===== config.mk =====
export PLATFORM = sky130hd
export DESIGN_NAME = rim_top
export DESIGN_NICKNAME = d
export VERILOG_FILES = /design/src/logic/rim_pkg.sv /design/src/logic/rim_irq_det.sv /design/src/logic/rim_pin_mux.sv /design/src/logic/rim_top.sv
export VERILOG_INCLUDE_DIRS = /design/src /design/src/logic
export SDC_FILE = /design/constraint.sdc
export NUM_CORES = 1
export LEC_CHECK = 0
export ABC_AREA = 0
export BUFFER_PORTS_ARGS = -buffer_cell sky130_fd_sc_hd__buf_2
export CORE_MARGIN = 2
export CORE_UTILIZATION = 52
export CTS_CLUSTER_SIZE = 20
export DETAILED_ROUTE_END_ITERATION = 7
export GPL_ROUTABILITY_DRIVEN = 0
export PLACE_DENSITY = 0.84
export RECOVER_POWER = 25
export SETUP_SLACK_MARGIN = 0.2
export SKIP_CTS_REPAIR_TIMING = 1
export SLEW_MARGIN = 20
export SYNTH_ARGS = -nofsm -noshare
export SYNTH_HDL_FRONTEND = slang
export SYNTH_SLANG_ARGS = --single-unit

===== constraint.sdc =====
create_clock -name CLK_SYS_I -period 3.7 [get_ports CLK_SYS_I]
set_input_delay 0.74 -clock CLK_SYS_I [delete_from_list [all_inputs] [get_ports CLK_SYS_I]]
set_output_delay 0.74 -clock CLK_SYS_I [all_outputs]
set_load 0.05 [all_outputs]

===== src/logic/rim_map.svh =====
`ifndef RIM_MAP_SVH
`define RIM_MAP_SVH

// Register offsets on the control port.
`define RIM_OFS_IRQ_MODE_TWO 8'h19
`define RIM_OFS_IRQ_MODE_THREE 8'h1a
`define RIM_OFS_PIN_ONE_SEL 8'h1b

// Field positions (least significant bit of each field).
`define RIM_CSCRC_MODE_LSB 6
`define RIM_PARITY_MODE_LSB 4
`define RIM_VALIDITY_MODE_LSB 2
`define RIM_BIPHASE_MODE_LSB 0
`define RIM_SLIP_MODE_LSB 0
`define RIM_PIN_SEL_LSB 0

// Field widths and writable masks.
`define RIM_MODE_W 2
`define RIM_SEL_W 4
`define RIM_MASK_MODE_THREE 8'h03
`define RIM_MASK_PIN_ONE_SEL 8'h0f

// Reset values.
`define RIM_RST_IRQ_MODE_TWO 8'h00
`define RIM_RST_IRQ_MODE_THREE 8'h00
`define RIM_RST_PIN_ONE_SEL 8'h00

// Answer to an unmapped read.
`define RIM_UNMAPPED_DATA 8'h00

`endif


===== src/logic/rim_pkg.sv =====
package rim_pkg;

  typedef enum logic [1:0] {
    IRQ_RISE = 2'b00,
    IRQ_FALL = 2'b01,
    IRQ_LEVEL = 2'b10,
    IRQ_RSVD = 2'b11
  } rim_irq_mode_t;

  typedef enum logic [3:0] {
    PIN_LOW = 4'b0000,
    PIN_HIGH = 4'b0001,
    PIN_RSVD = 4'b0010,
    PIN_TX_IRQ = 4'b0011,
    PIN_RX_IRQ = 4'b0100,
    PIN_PRE_EMPH = 4'b0101,
    PIN_NON_AUDIO = 4'b0110,
    PIN_NON_VALID = 4'b0111,
    PIN_CHAN_STAT = 4'b1000,
    PIN_USER_DATA = 4'b1001,
    PIN_BLOCK_START = 4'b1010,
    PIN_COPY = 4'b1011,
    PIN_GENERATION = 4'b1100,
    PIN_PARITY_ERR = 4'b1101,
    PIN_RX_SYNC = 4'b1110,
    PIN_TX_SYNC = 4'b1111
  } rim_pin_sel_t;

endpackage


===== src/logic/rim_irq_det.sv =====
`timescale 1ns/100ps

module rim_irq_det (
  input wire logic clk_i,
  input wire logic rst_b_i,
  input wire rim_pkg::rim_irq_mode_t mode_i,
  input wire logic en_i,
  input wire logic cond_i,
  output logic irq_o
);
  import rim_pkg::*;

  logic cond_prev;
  logic next_irq;

  always_ff @(posedge clk_i) begin
    if (!rst_b_i) begin
      cond_prev <= 1'b0;
    end else begin
      cond_prev <= cond_i;
    end
  end

  // Edge modes give a one-cycle flag; level mode follows the condition.
  always_comb begin
    unique case (mode_i)
      IRQ_RISE: next_irq = cond_i & ~cond_prev;
      IRQ_FALL: next_irq = ~cond_i & cond_prev;
      IRQ_LEVEL: next_irq = cond_i;
      IRQ_RSVD: next_irq = 1'b0;
    endcase
  end

  always_ff @(posedge clk_i) begin
    if (!rst_b_i) begin
      irq_o <= 1'b0;
    end else begin
      irq_o <= en_i & next_irq;
    end
  end

endmodule


===== src/logic/rim_pin_mux.sv =====
`timescale 1ns/100ps

module rim_pin_mux #(
  parameter int SEL_W = 4
) (
  input wire logic clk_i,
  input wire logic rst_b_i,
  input wire rim_pkg::rim_pin_sel_t sel_i,
  input wire logic tx_irq_i,
  input wire logic rx_irq_i,
  input wire logic pre_emph_i,
  input wire logic non_audio_i,
  input wire logic non_valid_i,
  input wire logic chan_stat_i,
  input wire logic user_data_i,
  input wire logic block_start_i,
  input wire logic copy_i,
  input wire logic generation_i,
  input wire logic parity_err_i,
  input wire logic rx_sync_i,
  input wire logic tx_sync_i,
  output logic pin_o
);
  import rim_pkg::*;

  if (SEL_W != 4) begin : g_bad_sel_w
    $error("rim_pin_mux serves a four-bit selector only.");
  end

  logic next_pin;

  always_comb begin
    unique case (sel_i)
      PIN_LOW: next_pin = 1'b0;
      PIN_HIGH: next_pin = 1'b1;
      PIN_RSVD: next_pin = 1'b0;
      PIN_TX_IRQ: next_pin = ~tx_irq_i;
      PIN_RX_IRQ: next_pin = ~rx_irq_i;
      PIN_PRE_EMPH: next_pin = ~pre_emph_i;
      PIN_NON_AUDIO: next_pin = non_audio_i;
      PIN_NON_VALID: next_pin = non_valid_i;
      PIN_CHAN_STAT: next_pin = chan_stat_i;
      PIN_USER_DATA: next_pin = user_data_i;
      PIN_BLOCK_START: next_pin = block_start_i;
      PIN_COPY: next_pin = copy_i;
      PIN_GENERATION: next_pin = generation_i;
      PIN_PARITY_ERR: next_pin = parity_err_i;
      PIN_RX_SYNC: next_pin = rx_sync_i;
      PIN_TX_SYNC: next_pin = tx_sync_i;
    endcase
  end

  always_ff @(posedge clk_i) begin
    if (!rst_b_i) begin
      pin_o <= 1'b0;
    end else begin
      pin_o <= next_pin;
    end
  end

endmodule


===== src/logic/rim_top.sv =====
`timescale 1ns/100ps
`include "rim_map.svh"

module rim_top (
  input wire logic CLK_SYS_I,
  input wire logic RST_B_I,
  input wire logic [7:0] REG_ADDR_I,
  input wire logic [7:0] REG_WDATA_I,
  input wire logic REG_WR_I,
  input wire logic REG_RD_I,
  output logic [7:0] REG_RDATA_O,
  output logic REG_RVALID_O,
  input wire logic CS_CRC_ERR_I,
  input wire logic PARITY_ERR_I,
  input wire logic VALIDITY_ERR_I,
  input wire logic BIPHASE_ERR_I,
  input wire logic OUTPUT_SLIP_ERR_I,
  input wire logic OUTPUT_SLIP_IRQ_MASK_I,
  output logic CS_CRC_IRQ_O,
  output logic PARITY_IRQ_O,
  output logic VALIDITY_IRQ_O,
  output logic BIPHASE_IRQ_O,
  output logic OUTPUT_SLIP_IRQ_O,
  input wire logic AUDIO_TRANSMITTER_IRQ_I,
  input wire logic RX_IRQ_I,
  input wire logic PRE_EMPH_I,
  input wire logic NON_AUDIO_I,
  input wire logic NON_VALID_I,
  input wire logic CHAN_STATUS_BIT_I,
  input wire logic USER_DATA_BIT_I,
  input wire logic BLOCK_START_CLK_I,
  input wire logic COPY_BIT_I,
  input wire logic GENERATION_BIT_I,
  input wire logic RX_SYNC_CLK_I,
  input wire logic TX_SYNC_CLK_I,
  output logic OUTPUT_PIN_ONE_O,
  output rim_pkg::rim_pin_sel_t OUTPUT_PIN_ONE_SOURCE_SEL_O
);
  import rim_pkg::*;

  logic [7:0] irq_mode_two;
  logic [7:0] irq_mode_three;
  logic [7:0] pin_one_sel;
  rim_irq_mode_t chan_status_crc_irq_mode;
  rim_irq_mode_t parity_err_irq_mode;
  rim_irq_mode_t validity_err_irq_mode;
  rim_irq_mode_t biphase_err_irq_mode;
  rim_irq_mode_t output_slip_irq_mode;
  rim_pin_sel_t output_pin_one_source_sel;

  // Picks a two-bit mode field out of a mode register.
  function automatic rim_irq_mode_t mode_at(input logic [7:0] r, input int lsb);
    mode_at = rim_irq_mode_t'(r[lsb +: `RIM_MODE_W]);
  endfunction

  // Read value of each register; unused bits read back as zero.
  function automatic logic [7:0] read_value(input logic [7:0] addr, input logic [7:0] m2,
                                            input logic [7:0] m3, input logic [7:0] ps);
    case (addr)
      `RIM_OFS_IRQ_MODE_TWO: read_value = m2;
      `RIM_OFS_IRQ_MODE_THREE: read_value = m3 & `RIM_MASK_MODE_THREE;
      `RIM_OFS_PIN_ONE_SEL: read_value = ps & `RIM_MASK_PIN_ONE_SEL;
      default: read_value = `RIM_UNMAPPED_DATA;
    endcase
  endfunction

  always_ff @(posedge CLK_SYS_I) begin
    if (!RST_B_I) begin
      irq_mode_two <= `RIM_RST_IRQ_MODE_TWO;
    end else if (REG_WR_I && REG_ADDR_I == `RIM_OFS_IRQ_MODE_TWO) begin
      irq_mode_two <= REG_WDATA_I;
    end
  end

  always_ff @(posedge CLK_SYS_I) begin
    if (!RST_B_I) begin
      irq_mode_three <= `RIM_RST_IRQ_MODE_THREE;
    end else if (REG_WR_I && REG_ADDR_I == `RIM_OFS_IRQ_MODE_THREE) begin
      irq_mode_three <= REG_WDATA_I & `RIM_MASK_MODE_THREE;
    end
  end

  always_ff @(posedge CLK_SYS_I) begin
    if (!RST_B_I) begin
      pin_one_sel <= `RIM_RST_PIN_ONE_SEL;
    end else if (REG_WR_I && REG_ADDR_I == `RIM_OFS_PIN_ONE_SEL) begin
      pin_one_sel <= REG_WDATA_I & `RIM_MASK_PIN_ONE_SEL;
    end
  end

  // Read data is captured on the read strobe and held until the next read.
  always_ff @(posedge CLK_SYS_I) begin
    if (!RST_B_I) begin
      REG_RDATA_O <= 8'h00;
      REG_RVALID_O <= 1'b0;
    end else begin
      REG_RVALID_O <= REG_RD_I;
      if (REG_RD_I) begin
        REG_RDATA_O <= read_value(REG_ADDR_I, irq_mode_two, irq_mode_three, pin_one_sel);
      end
    end
  end

  assign chan_status_crc_irq_mode = mode_at(irq_mode_two, `RIM_CSCRC_MODE_LSB);
  assign parity_err_irq_mode = mode_at(irq_mode_two, `RIM_PARITY_MODE_LSB);
  assign validity_err_irq_mode = mode_at(irq_mode_two, `RIM_VALIDITY_MODE_LSB);
  assign biphase_err_irq_mode = mode_at(irq_mode_two, `RIM_BIPHASE_MODE_LSB);
  assign output_slip_irq_mode = mode_at(irq_mode_three, `RIM_SLIP_MODE_LSB);
  assign output_pin_one_source_sel =
    rim_pin_sel_t'(pin_one_sel[`RIM_PIN_SEL_LSB +: `RIM_SEL_W]);
  assign OUTPUT_PIN_ONE_SOURCE_SEL_O = output_pin_one_source_sel;

  rim_irq_det u_cs_crc_det (
    .clk_i(CLK_SYS_I),
    .rst_b_i(RST_B_I),
    .mode_i(chan_status_crc_irq_mode),
    .en_i(1'b1),
    .cond_i(CS_CRC_ERR_I),
    .irq_o(CS_CRC_IRQ_O)
  );

  rim_irq_det u_parity_det (
    .clk_i(CLK_SYS_I),
    .rst_b_i(RST_B_I),
    .mode_i(parity_err_irq_mode),
    .en_i(1'b1),
    .cond_i(PARITY_ERR_I),
    .irq_o(PARITY_IRQ_O)
  );

  rim_irq_det u_validity_det (
    .clk_i(CLK_SYS_I),
    .rst_b_i(RST_B_I),
    .mode_i(validity_err_irq_mode),
    .en_i(1'b1),
    .cond_i(VALIDITY_ERR_I),
    .irq_o(VALIDITY_IRQ_O)
  );

  rim_irq_det u_biphase_det (
    .clk_i(CLK_SYS_I),
    .rst_b_i(RST_B_I),
    .mode_i(biphase_err_irq_mode),
    .en_i(1'b1),
    .cond_i(BIPHASE_ERR_I),
    .irq_o(BIPHASE_IRQ_O)
  );

  // The slip detector keeps tracking edges while masked, so unmasking
  // does not invent a transition that happened earlier.
  rim_irq_det u_slip_det (
    .clk_i(CLK_SYS_I),
    .rst_b_i(RST_B_I),
    .mode_i(output_slip_irq_mode),
    .en_i(OUTPUT_SLIP_IRQ_MASK_I),
    .cond_i(OUTPUT_SLIP_ERR_I),
    .irq_o(OUTPUT_SLIP_IRQ_O)
  );

  rim_pin_mux #(
    .SEL_W(`RIM_SEL_W)
  ) u_pin_mux (
    .clk_i(CLK_SYS_I),
    .rst_b_i(RST_B_I),
    .sel_i(output_pin_one_source_sel),
    .tx_irq_i(AUDIO_TRANSMITTER_IRQ_I),
    .rx_irq_i(RX_IRQ_I),
    .pre_emph_i(PRE_EMPH_I),
    .non_audio_i(NON_AUDIO_I),
    .non_valid_i(NON_VALID_I),
    .chan_stat_i(CHAN_STATUS_BIT_I),
    .user_data_i(USER_DATA_BIT_I),
    .block_start_i(BLOCK_START_CLK_I),
    .copy_i(COPY_BIT_I),
    .generation_i(GENERATION_BIT_I),
    .parity_err_i(PARITY_ERR_I),
    .rx_sync_i(RX_SYNC_CLK_I),
    .tx_sync_i(TX_SYNC_CLK_I),
    .pin_o(OUTPUT_PIN_ONE_O)
  );
endmodule


# Yosys cells after proc, flatten, opt, wreduce, memory -nomap -nowiden
# Index checks and enable logic that the tools add are counted.
[totals]
input_bits = 38
word_cells = 90
reg_bits = 34
out_inout_bits = 19
[op_classes]
n_reduce_logical = 10
eq_ne = 33
muxes = 7
bitwise = 24
[ops]
columns = ["cell", "count"]
rows = [
  ["$eq 4x4->1 const B", 8],
  ["$eq 8x5->1 const B", 3],
  ["$pmux 8 s3", 1],
  ["$eq 2x2->1 const B", 10],
  ["$pmux 1 s4", 5],
  ["$eq 4x3->1 const B", 4],
  ["$pmux 1 s15", 1],
  ["$not 1->1", 13],
  ["$and 1x1->1", 11],
  ["$eq 2x1->1 const B", 5],
  ["$logic_not 2->1", 5],
  ["$eq 4x2->1 const B", 2],
  ["$eq 4x1->1 const B", 1],
  ["$logic_not 4->1", 1],
  ["$logic_and 1x1->1", 3],
  ["$reduce_or 2->1", 1],
]

# Depth between registers and ports, before layout
# Gate-level depths: netlist of run 1.
[logic_depth]
depth_word = 4
depth_mapped = 5

# Modules after synthesis
# Synthesis of run 1 repeated with hierarchy kept, for this count alone.
[hier_totals]
hier_cells = 164
area_unflattened_um2 = 1639.1
[modules_own_cells]
columns = ["module", "n_inst", "cells_each", "area_each_um2"]
rows = [
  ["rim_top", 1, 109, 1037.2],
  ["rim_irq_det", 5, 8, 88.8],
  ["rim_pin_mux", 1, 15, 157.7],
]

# Least setup slack after synthesis of run 1
# No wires, ideal clock.
[synth_path]
path_kind = "input port to flip-flop"
startpoint = "in REG_ADDR_I[2]"
endpoint = "reg irq_mode_two[0]"
path_buffers = 1
required_time_ns = 3.584
setup_time_ns = 0.116
setup_slack_ns = 1.497
stages = 5
t_arrival_ns = 2.087
path_cell_list = "or4b_1 buf_6 nor3_4 mux2i_1 nor2b_1"
[synth_via]
elab_chain_len = 2
[synth_lines]
columns = ["item", "line_no", "rtl"]
rows = [
  ["from (decl)", "rim_top.sv:7", "input wire logic [7:0] REG_ADDR_I,"],
  ["$eq 8x5->1", "-", ""],
  ["$logic_and 1x1->1 (no line)", "-", ""],
  ["to (signal assigned)", "rim_top.sv:69", "irq_mode_two <= `RIM_RST_IRQ_MODE_TWO;"],
  ["to (decl)", "rim_top.sv:41", "logic [7:0] irq_mode_two;"],
]
# No other way between the ends.
# A chain may end at the register's enable or synchronous reset.

# Worst setup path in the final report of run 1
[layout_path]
startpoint = "in REG_ADDR_I[2]"
endpoint = "reg irq_mode_two[6]"
# The elaborated chain is that of the path after synthesis.

==> results of run 1 <==
[layout make-up]
class	instances	area (sq um)
fill	241	851
inverter	7	26.3
tap	31	38.8
multi-input combinational	113	801
clock inverter	3	68.8
clock buffer	5	37.5
timing repair buffer	56	278
sequential	34	681
[flip-flops by register name, summed over array words and instances, names as in the netlist]
| register | count |
|---|---|
| u_biphase_det.cond_prev | 1 |
| u_biphase_det.irq_o | 1 |
| u_parity_det.irq_o | 1 |
| u_cs_crc_det.irq_o | 1 |
| irq_mode_three | 2 |
| u_pin_mux.pin_o | 1 |
| u_validity_det.cond_prev | 1 |
| u_validity_det.irq_o | 1 |
| REG_RDATA_O | 8 |
| u_parity_det.cond_prev | 1 |
| u_slip_det.cond_prev | 1 |
| irq_mode_two | 8 |
| u_cs_crc_det.cond_prev | 1 |
| u_slip_det.irq_o | 1 |
| pin_one_sel | 4 |
| REG_RVALID_O | 1 |
[worst max-delay path, stage by stage]
cell,delay [ns]
buf_2,0.10
or4b_1,0.69
nor3_4,0.53
mux2i_1,0.25
nor2b_1,0.06
[metrics by stage]
step                      hold slack (ns)  setup slack, ns
after floorplan                     0.492             1.50
after global placement              0.469             1.25
after detailed placement            0.479             1.18
after CTS                           0.496             1.55
after global routing                0.519             1.42
final                               0.498             1.57
[metal layers]
layer  vias to the layer above  global-route usage
li1                        676                   -
met1                       647               0.262
met2                        42               0.387
met3                        14              0.0703
met4                         0               0.106
met5                         -                   0
[Yosys cell counts, types with 2 or more instances]
| cell type | number | area (sq um) |
|---|---|---|
| a21boi_0 | 4 | 30.0 |
| a21oi_1 | 3 | 15.0 |
| a22oi_1 | 2 | 15.0 |
| and2_1 | 8 | 50.1 |
| clkbuf_1 | 7 | 26.3 |
| dfxtp_1 | 34 | 681 |
| inv_1 | 7 | 26.3 |
| mux2_2 | 4 | 45.0 |
| mux2i_1 | 12 | 120 |
| mux4_2 | 2 | 45.0 |
| nand2_1 | 10 | 37.5 |
| nand2b_1 | 6 | 37.5 |
| nand3_1 | 6 | 30.0 |
| nand3b_1 | 3 | 22.5 |
| nand4b_1 | 2 | 17.5 |
| nor2_1 | 6 | 22.5 |
| nor2b_1 | 13 | 81.3 |
| nor4_1 | 2 | 12.5 |
| nor4b_1 | 4 | 35.0 |
| o21a_1 | 6 | 45.0 |
| o21ai_0 | 10 | 50.1 |
| o22ai_1 | 2 | 12.5 |
[cells in the final DEF, fill, tap and decap left out, types with 5 or more instances in the layout]
cell,n
buf_2,54
dfxtp_1,34
nor2b_1,13
mux2i_1,12
nand2_1,10
o21ai_0,10
inv_1,7
nand2b_1,6
nor2_1,6
o21a_1,6
nand3_1,6
and2_1,5
clkbuf_4,5
[logic make-up (layout without fill, tap and decap cells)]
| family | Yosys count | after routing | share of synthesized area |
|---|---|---|---|
| AOI/OAI and AO/OA | 28 | 28 | 0.115 |
| buffers and inverters | 15 | 71 | 0.0413 |
| DFF | 34 | 34 | 0.440 |
| muxes | 18 | 18 | 0.136 |
| and+or+nand+nor | 67 | 67 | 0.267 |
[how the worst max path moves through the flow]
stage | startpoint | to | slack [ns] | depth (start not counted)
after floorplan | REG_ADDR_I[2] | irq_mode_two[0] | 1.50 | 5
after global placement | REG_ADDR_I[2] | irq_mode_two[0] | 1.25 | 5
after detailed placement | REG_ADDR_I[2] | irq_mode_two[3] | 1.18 | 5
after CTS | REG_ADDR_I[2] | irq_mode_two[6] | 1.55 | 5
after global routing | REG_ADDR_I[2] | pin_one_sel[0] | 1.42 | 5
final | REG_ADDR_I[2] | irq_mode_two[6] | 1.57 | 5
[power breakdown]
group	internal [W]	switching, W	total (W)
logic	0.0000289	0.0000407	0.0000697
registers	0.000372	0.00000174	0.000374
clock network	0.000211	0.000135	0.000346
==> run metrics, run 1 <==
initial antenna violation count=0; Clk pin slew, worst setup/hold paths=roughly 0.11 ns; fin util=0.694; Slew @ Worst Pin=approximately 1.3 ns; fmax=approximately 470 MHz; relative slew slack=0.104; Non-Filler Instances=249; worst vdd ir=575 uV; root buf cell=clkbuf_4; n_diodes=0; DP Area=0.00183 sq mm; fin crit share=0.576; synthesized area=between 0.0015 and 0.002 sq mm; Crit Path Category=primary input to register; metal2 WL=~1800 um; Critical Path AT=2.38 ns; Initial Util=0.556; Area growth syn-to-layout=24.9%; internal reg-to-reg setup slack=about 2.2 ns; crit-path max FO=8; Post-Syn Nets=200; Final Power=~0.0008 W; number of synthesized flops with an enable pin=0; TritonRoute pass-1 iters=4; CTS Sinks=34; vias per std cell=~5.5; post-synth cell types=31; hold path depth=2; CP Capture Type=register; share of post-route cells with drive strength above 1=0.326; Fin. Hold Viols=0; DR WL/cell=about 14 um; Reg2Reg Launch Point=pin_one_sel[0]; design area=0.00193 sq mm; synthesized flop and latch total=34; final setup TNS=0 ns; die area=roughly 0.0034 sq mm; Pwr per Cell Area=409 mW/mm^2; # DRC=0; residual overflow from global routing=0; Core Box Area=about 0.0028 sq mm; Reg-to-Reg End=u_pin_mux.pin_o; Critical Path Start Type=primary input; met3 wire length=between 150 and 200 um; HP Class=register to register; Crit path required time=3.94 ns; initial detailed-routing violation count=81; wire length of the first global-routing pass=approximately 6000 um; Ys Warns=0; port bufs=56; DP Wirelength=2660 um; I/O pin cnt=between 50 and 60; maxcap violations=0; unrepaired setup endpoints after global routing=no; Hold EP=REG_RDATA_O[6]; CTS buffer count=5; Std-Cell Rows=19; global-route usage over all layers=0.229; syn avg cell area=9.54 sq um; number of global-route vias before repair=1386; # setup viols final=0; Async SR Flop Fraction=0; Tmin final=roughly 2.1 ns; Lkg Pwr=~0.78 nW; Setup Skew=0.00926 ns; routed wire length=between 3000 and 4000 um; dominant synthesized flop cell=dfxtp_1; part of the Yosys area used for sequential elements=0.440; clock insertion delay at the later pin of the skew report=between 0.3 and 0.4 ns; Final Max Slew Viols=0; Final nets=255; Synth Instances=roughly 160; DRT met1 WL=between 1000 and 1500 um; Chip Height=58.5 um; outcome=completed; R2R depth=4; highest metal used=met4; H-tree depth=2; Max Root-Sink Buffers=2; Die W=a little under 60 um; Hold Crit Start=REG_RDATA_O[6]; largest net degree at the start of global routing=39; placed cell count=between 200 and 250; CTS tree=built; via count=around 1400; Detail Route Antenna Nets=0
Power figures use the tool's default switching activity.
==> run 2: changes to the inputs <==
--- a/config.mk
+++ b/config.mk
@@ -9,11 +9,11 @@
 export ABC_AREA = 0
 export BUFFER_PORTS_ARGS = -buffer_cell sky130_fd_sc_hd__buf_2
 export CORE_MARGIN = 2
-export CORE_UTILIZATION = 52
+export CORE_UTILIZATION = 48
 export CTS_CLUSTER_SIZE = 20
 export DETAILED_ROUTE_END_ITERATION = 7
 export GPL_ROUTABILITY_DRIVEN = 0
-export PLACE_DENSITY = 0.84
+export PLACE_DENSITY = 0.78
 export RECOVER_POWER = 25
 export SETUP_SLACK_MARGIN = 0.2
 export SKIP_CTS_REPAIR_TIMING = 1
==> constraint.sdc (replaced) <==
create_clock -name CLK_SYS_I -period 2.1 [get_ports CLK_SYS_I]
set_input_delay 0.42 -clock CLK_SYS_I [delete_from_list [all_inputs] [get_ports CLK_SYS_I]]
set_output_delay 0.42 -clock CLK_SYS_I [all_outputs]
set_load 0.05 [all_outputs]
==> run 2 against run 1 <==
Sequential cell count unchanged. Non-clock buffer count rose by 2. Utilization decreased by 6.2 points. Clock skew down 0.0072 ns. Worst setup slack worse by 1.2 ns. Critical path type unchanged. Largest cell class unchanged. Largest power group unchanged. Highest routed layer unchanged.
==> run metrics, run 2 (synthesized netlist as in run 1, its figures left out) <==
Reg2Reg Launch Point=pin_one_sel[0]; crit-path max FO=7 (-1); unrepaired setup endpoints after global routing=no; internal reg-to-reg setup slack=0.66 ns (-1.52 ns); final setup TNS=0 ns (unchanged); clock insertion delay at the later pin of the skew report=0.32 ns (-0.03 ns); TritonRoute pass-1 iters=4 (unchanged); # DRC=0 (unchanged); Reg-to-Reg End=u_pin_mux.pin_o; commonest cells after routing, fill and taps aside=53 x buf_2, 34 x dfxtp_1, 13 x nor2b_1; CTS tree=built; Critical Path AT=1.94 ns (-0.44 ns); Detail Route Antenna Nets=0 (unchanged); vias per std cell=4.96 (-10%); Tmin final=1.71 ns; share of post-route cells with drive strength above 1=0.327 (+0.00158); largest net degree at the start of global routing=39 (unchanged); Std-Cell Rows=20 (+1); Final nets=257 (+0.78%); most common cell after layout, fill and taps aside=buf_2; Worst Setup EP=irq_mode_three[0]; Crit path required time=2.32 ns (-1.62 ns); wire length of the first global-routing pass=4890 um (-18%); Area growth syn-to-layout=24.9% (unchanged); Clk pin slew, worst setup/hold paths=0.10 ns (about the same); initial detailed-routing violation count=47 (-42%); worst vdd ir=455 uV (-21%); via count=1310 (-5.0%); n_diodes=0 (unchanged); Max Root-Sink Buffers=2 (unchanged); relative slew slack=0.113 (+0.00888); biggest regs=REG_RDATA_O: 8 flops, irq_mode_two: 8 flops, pin_one_sel: 4 flops; CTS Sinks=34 (unchanged); # setup viols final=0 (unchanged); Setup Skew=0.00203 ns (-0.00723 ns); Die W=60.7 um (+3.8%); H-tree depth=2 (unchanged); Lkg Pwr=0.774 nW (-1.4%); Slew @ Worst Pin=1.33 ns (-0.0133 ns); final worst slack=0.386 ns (-1.18 ns); port bufs=56 (unchanged); CP Capture Type=register; Critical Path Start Type=primary input; fin crit share=0.816; CTS buffer count=5 (unchanged); Filler Cells Inserted=278 (+15%); Chip Height=60.7 um (+3.8%); maxcap violations=0 (unchanged); Initial Util=0.506 (-0.0494); post-place setup slack=0.0581 ns (-1.12 ns); I/O pin cnt=57 (unchanged); R2R depth=4 (unchanged); Setup crit start=REG_ADDR_I[2]; Fin. Hold Viols=0 (unchanged); Crit Path Category=primary input to register; HP Class=primary input to register; number of global-route vias before repair=1129 (-19%); die area=0.00369 sq mm (+7.8%); routed wire length=3130 um (-12%); fmax=approximately 580 MHz; outcome=completed; DR WL/cell=11.9 um (-17%); Core Box Area=0.00305 sq mm (+9.8%); Final Max Slew Viols=0 (unchanged); Pwr per Cell Area=597 mW/mm^2 (+46%); root buf cell=clkbuf_4; initial antenna violation count=0 (unchanged); global-route usage over all layers=0.184 (-0.0443); DP Wirelength=2300 um (-13%); residual overflow from global routing=0 (unchanged)
==> run 2: cell count changes in the layout (fill, tap and decap cells not counted), sizes merged <==
cell      before  now
buf           54   55
bufinv         2    0
clkinvlp       0    1
clkbuf         7    9
==> run 2: per-stage QoR <==
step,hold WS (ns),utilization,instances,power (W),area (sq um)
floorplan,0.492,-,162,0.000742,1550
global placement,0.473,0.613,256,0.000792,1870
detailed placement,0.471,0.613,256,0.000793,1870
CTS,0.299,0.634,264,0.00116,1930
global route,0.300,0.632,264,0.00121,1930
finish,0.305,0.632,264,0.00115,1930
==> run 2: report_power, final <==
group / leakage (nW) / internal, W / switching (W)
Clock: 0.0343 / 0.000161 / 0.000213
Combinational: 0.463 / 0.0000509 / 0.0000685
Sequential: 0.276 / 0.000656 / 0.00000272
==> run 2: metal layers <==
metal	vias up	share of wire	track usage
met4	0	0.013	0.0839
met3	5	0.053	0.0576
li1	679	-	-
met2	40	0.47	0.296
met1	586	0.46	0.226
met5	-	0	0
==> run 2: worst min-delay path by stage <==
stage                                    endpoint                    from  slack [ns]  cells after the start
after floorplan                 irq_mode_three[1]       irq_mode_three[1]        0.49                      2
after global placement             REG_RDATA_O[4]          REG_RDATA_O[4]        0.47                      2
after detailed placement           REG_RDATA_O[4]          REG_RDATA_O[4]        0.47                      2
after CTS                        u_slip_det.irq_o  OUTPUT_SLIP_IRQ_MASK_I        0.30                      3
after global routing      u_biphase_det.cond_prev           BIPHASE_ERR_I        0.30                      2
final                            u_slip_det.irq_o  OUTPUT_SLIP_IRQ_MASK_I        0.31                      3
==> run 2: layout make-up <==
cell class | instances | area (sq um) | share of cell area
Multi-Input combinational cell | 113 | 801 | 0.415
Sequential cell | 34 | 681 | 0.353
Timing Repair Buffer | 58 | 304 | 0.157
Tap cell | 44 | 55.1 | 0.0285
Clock buffer | 6 | 51.3 | 0.0266
Inverter | 7 | 26.3 | 0.0136
Clock inverter | 2 | 12.5 | 0.00648
==> run 2: worst max-delay path: stages <==
cell,delay (ns)
buf_2,0.09
or4b_1,0.68
nor4_2,0.45
mux2i_1,0.24
nor2b_1,0.06
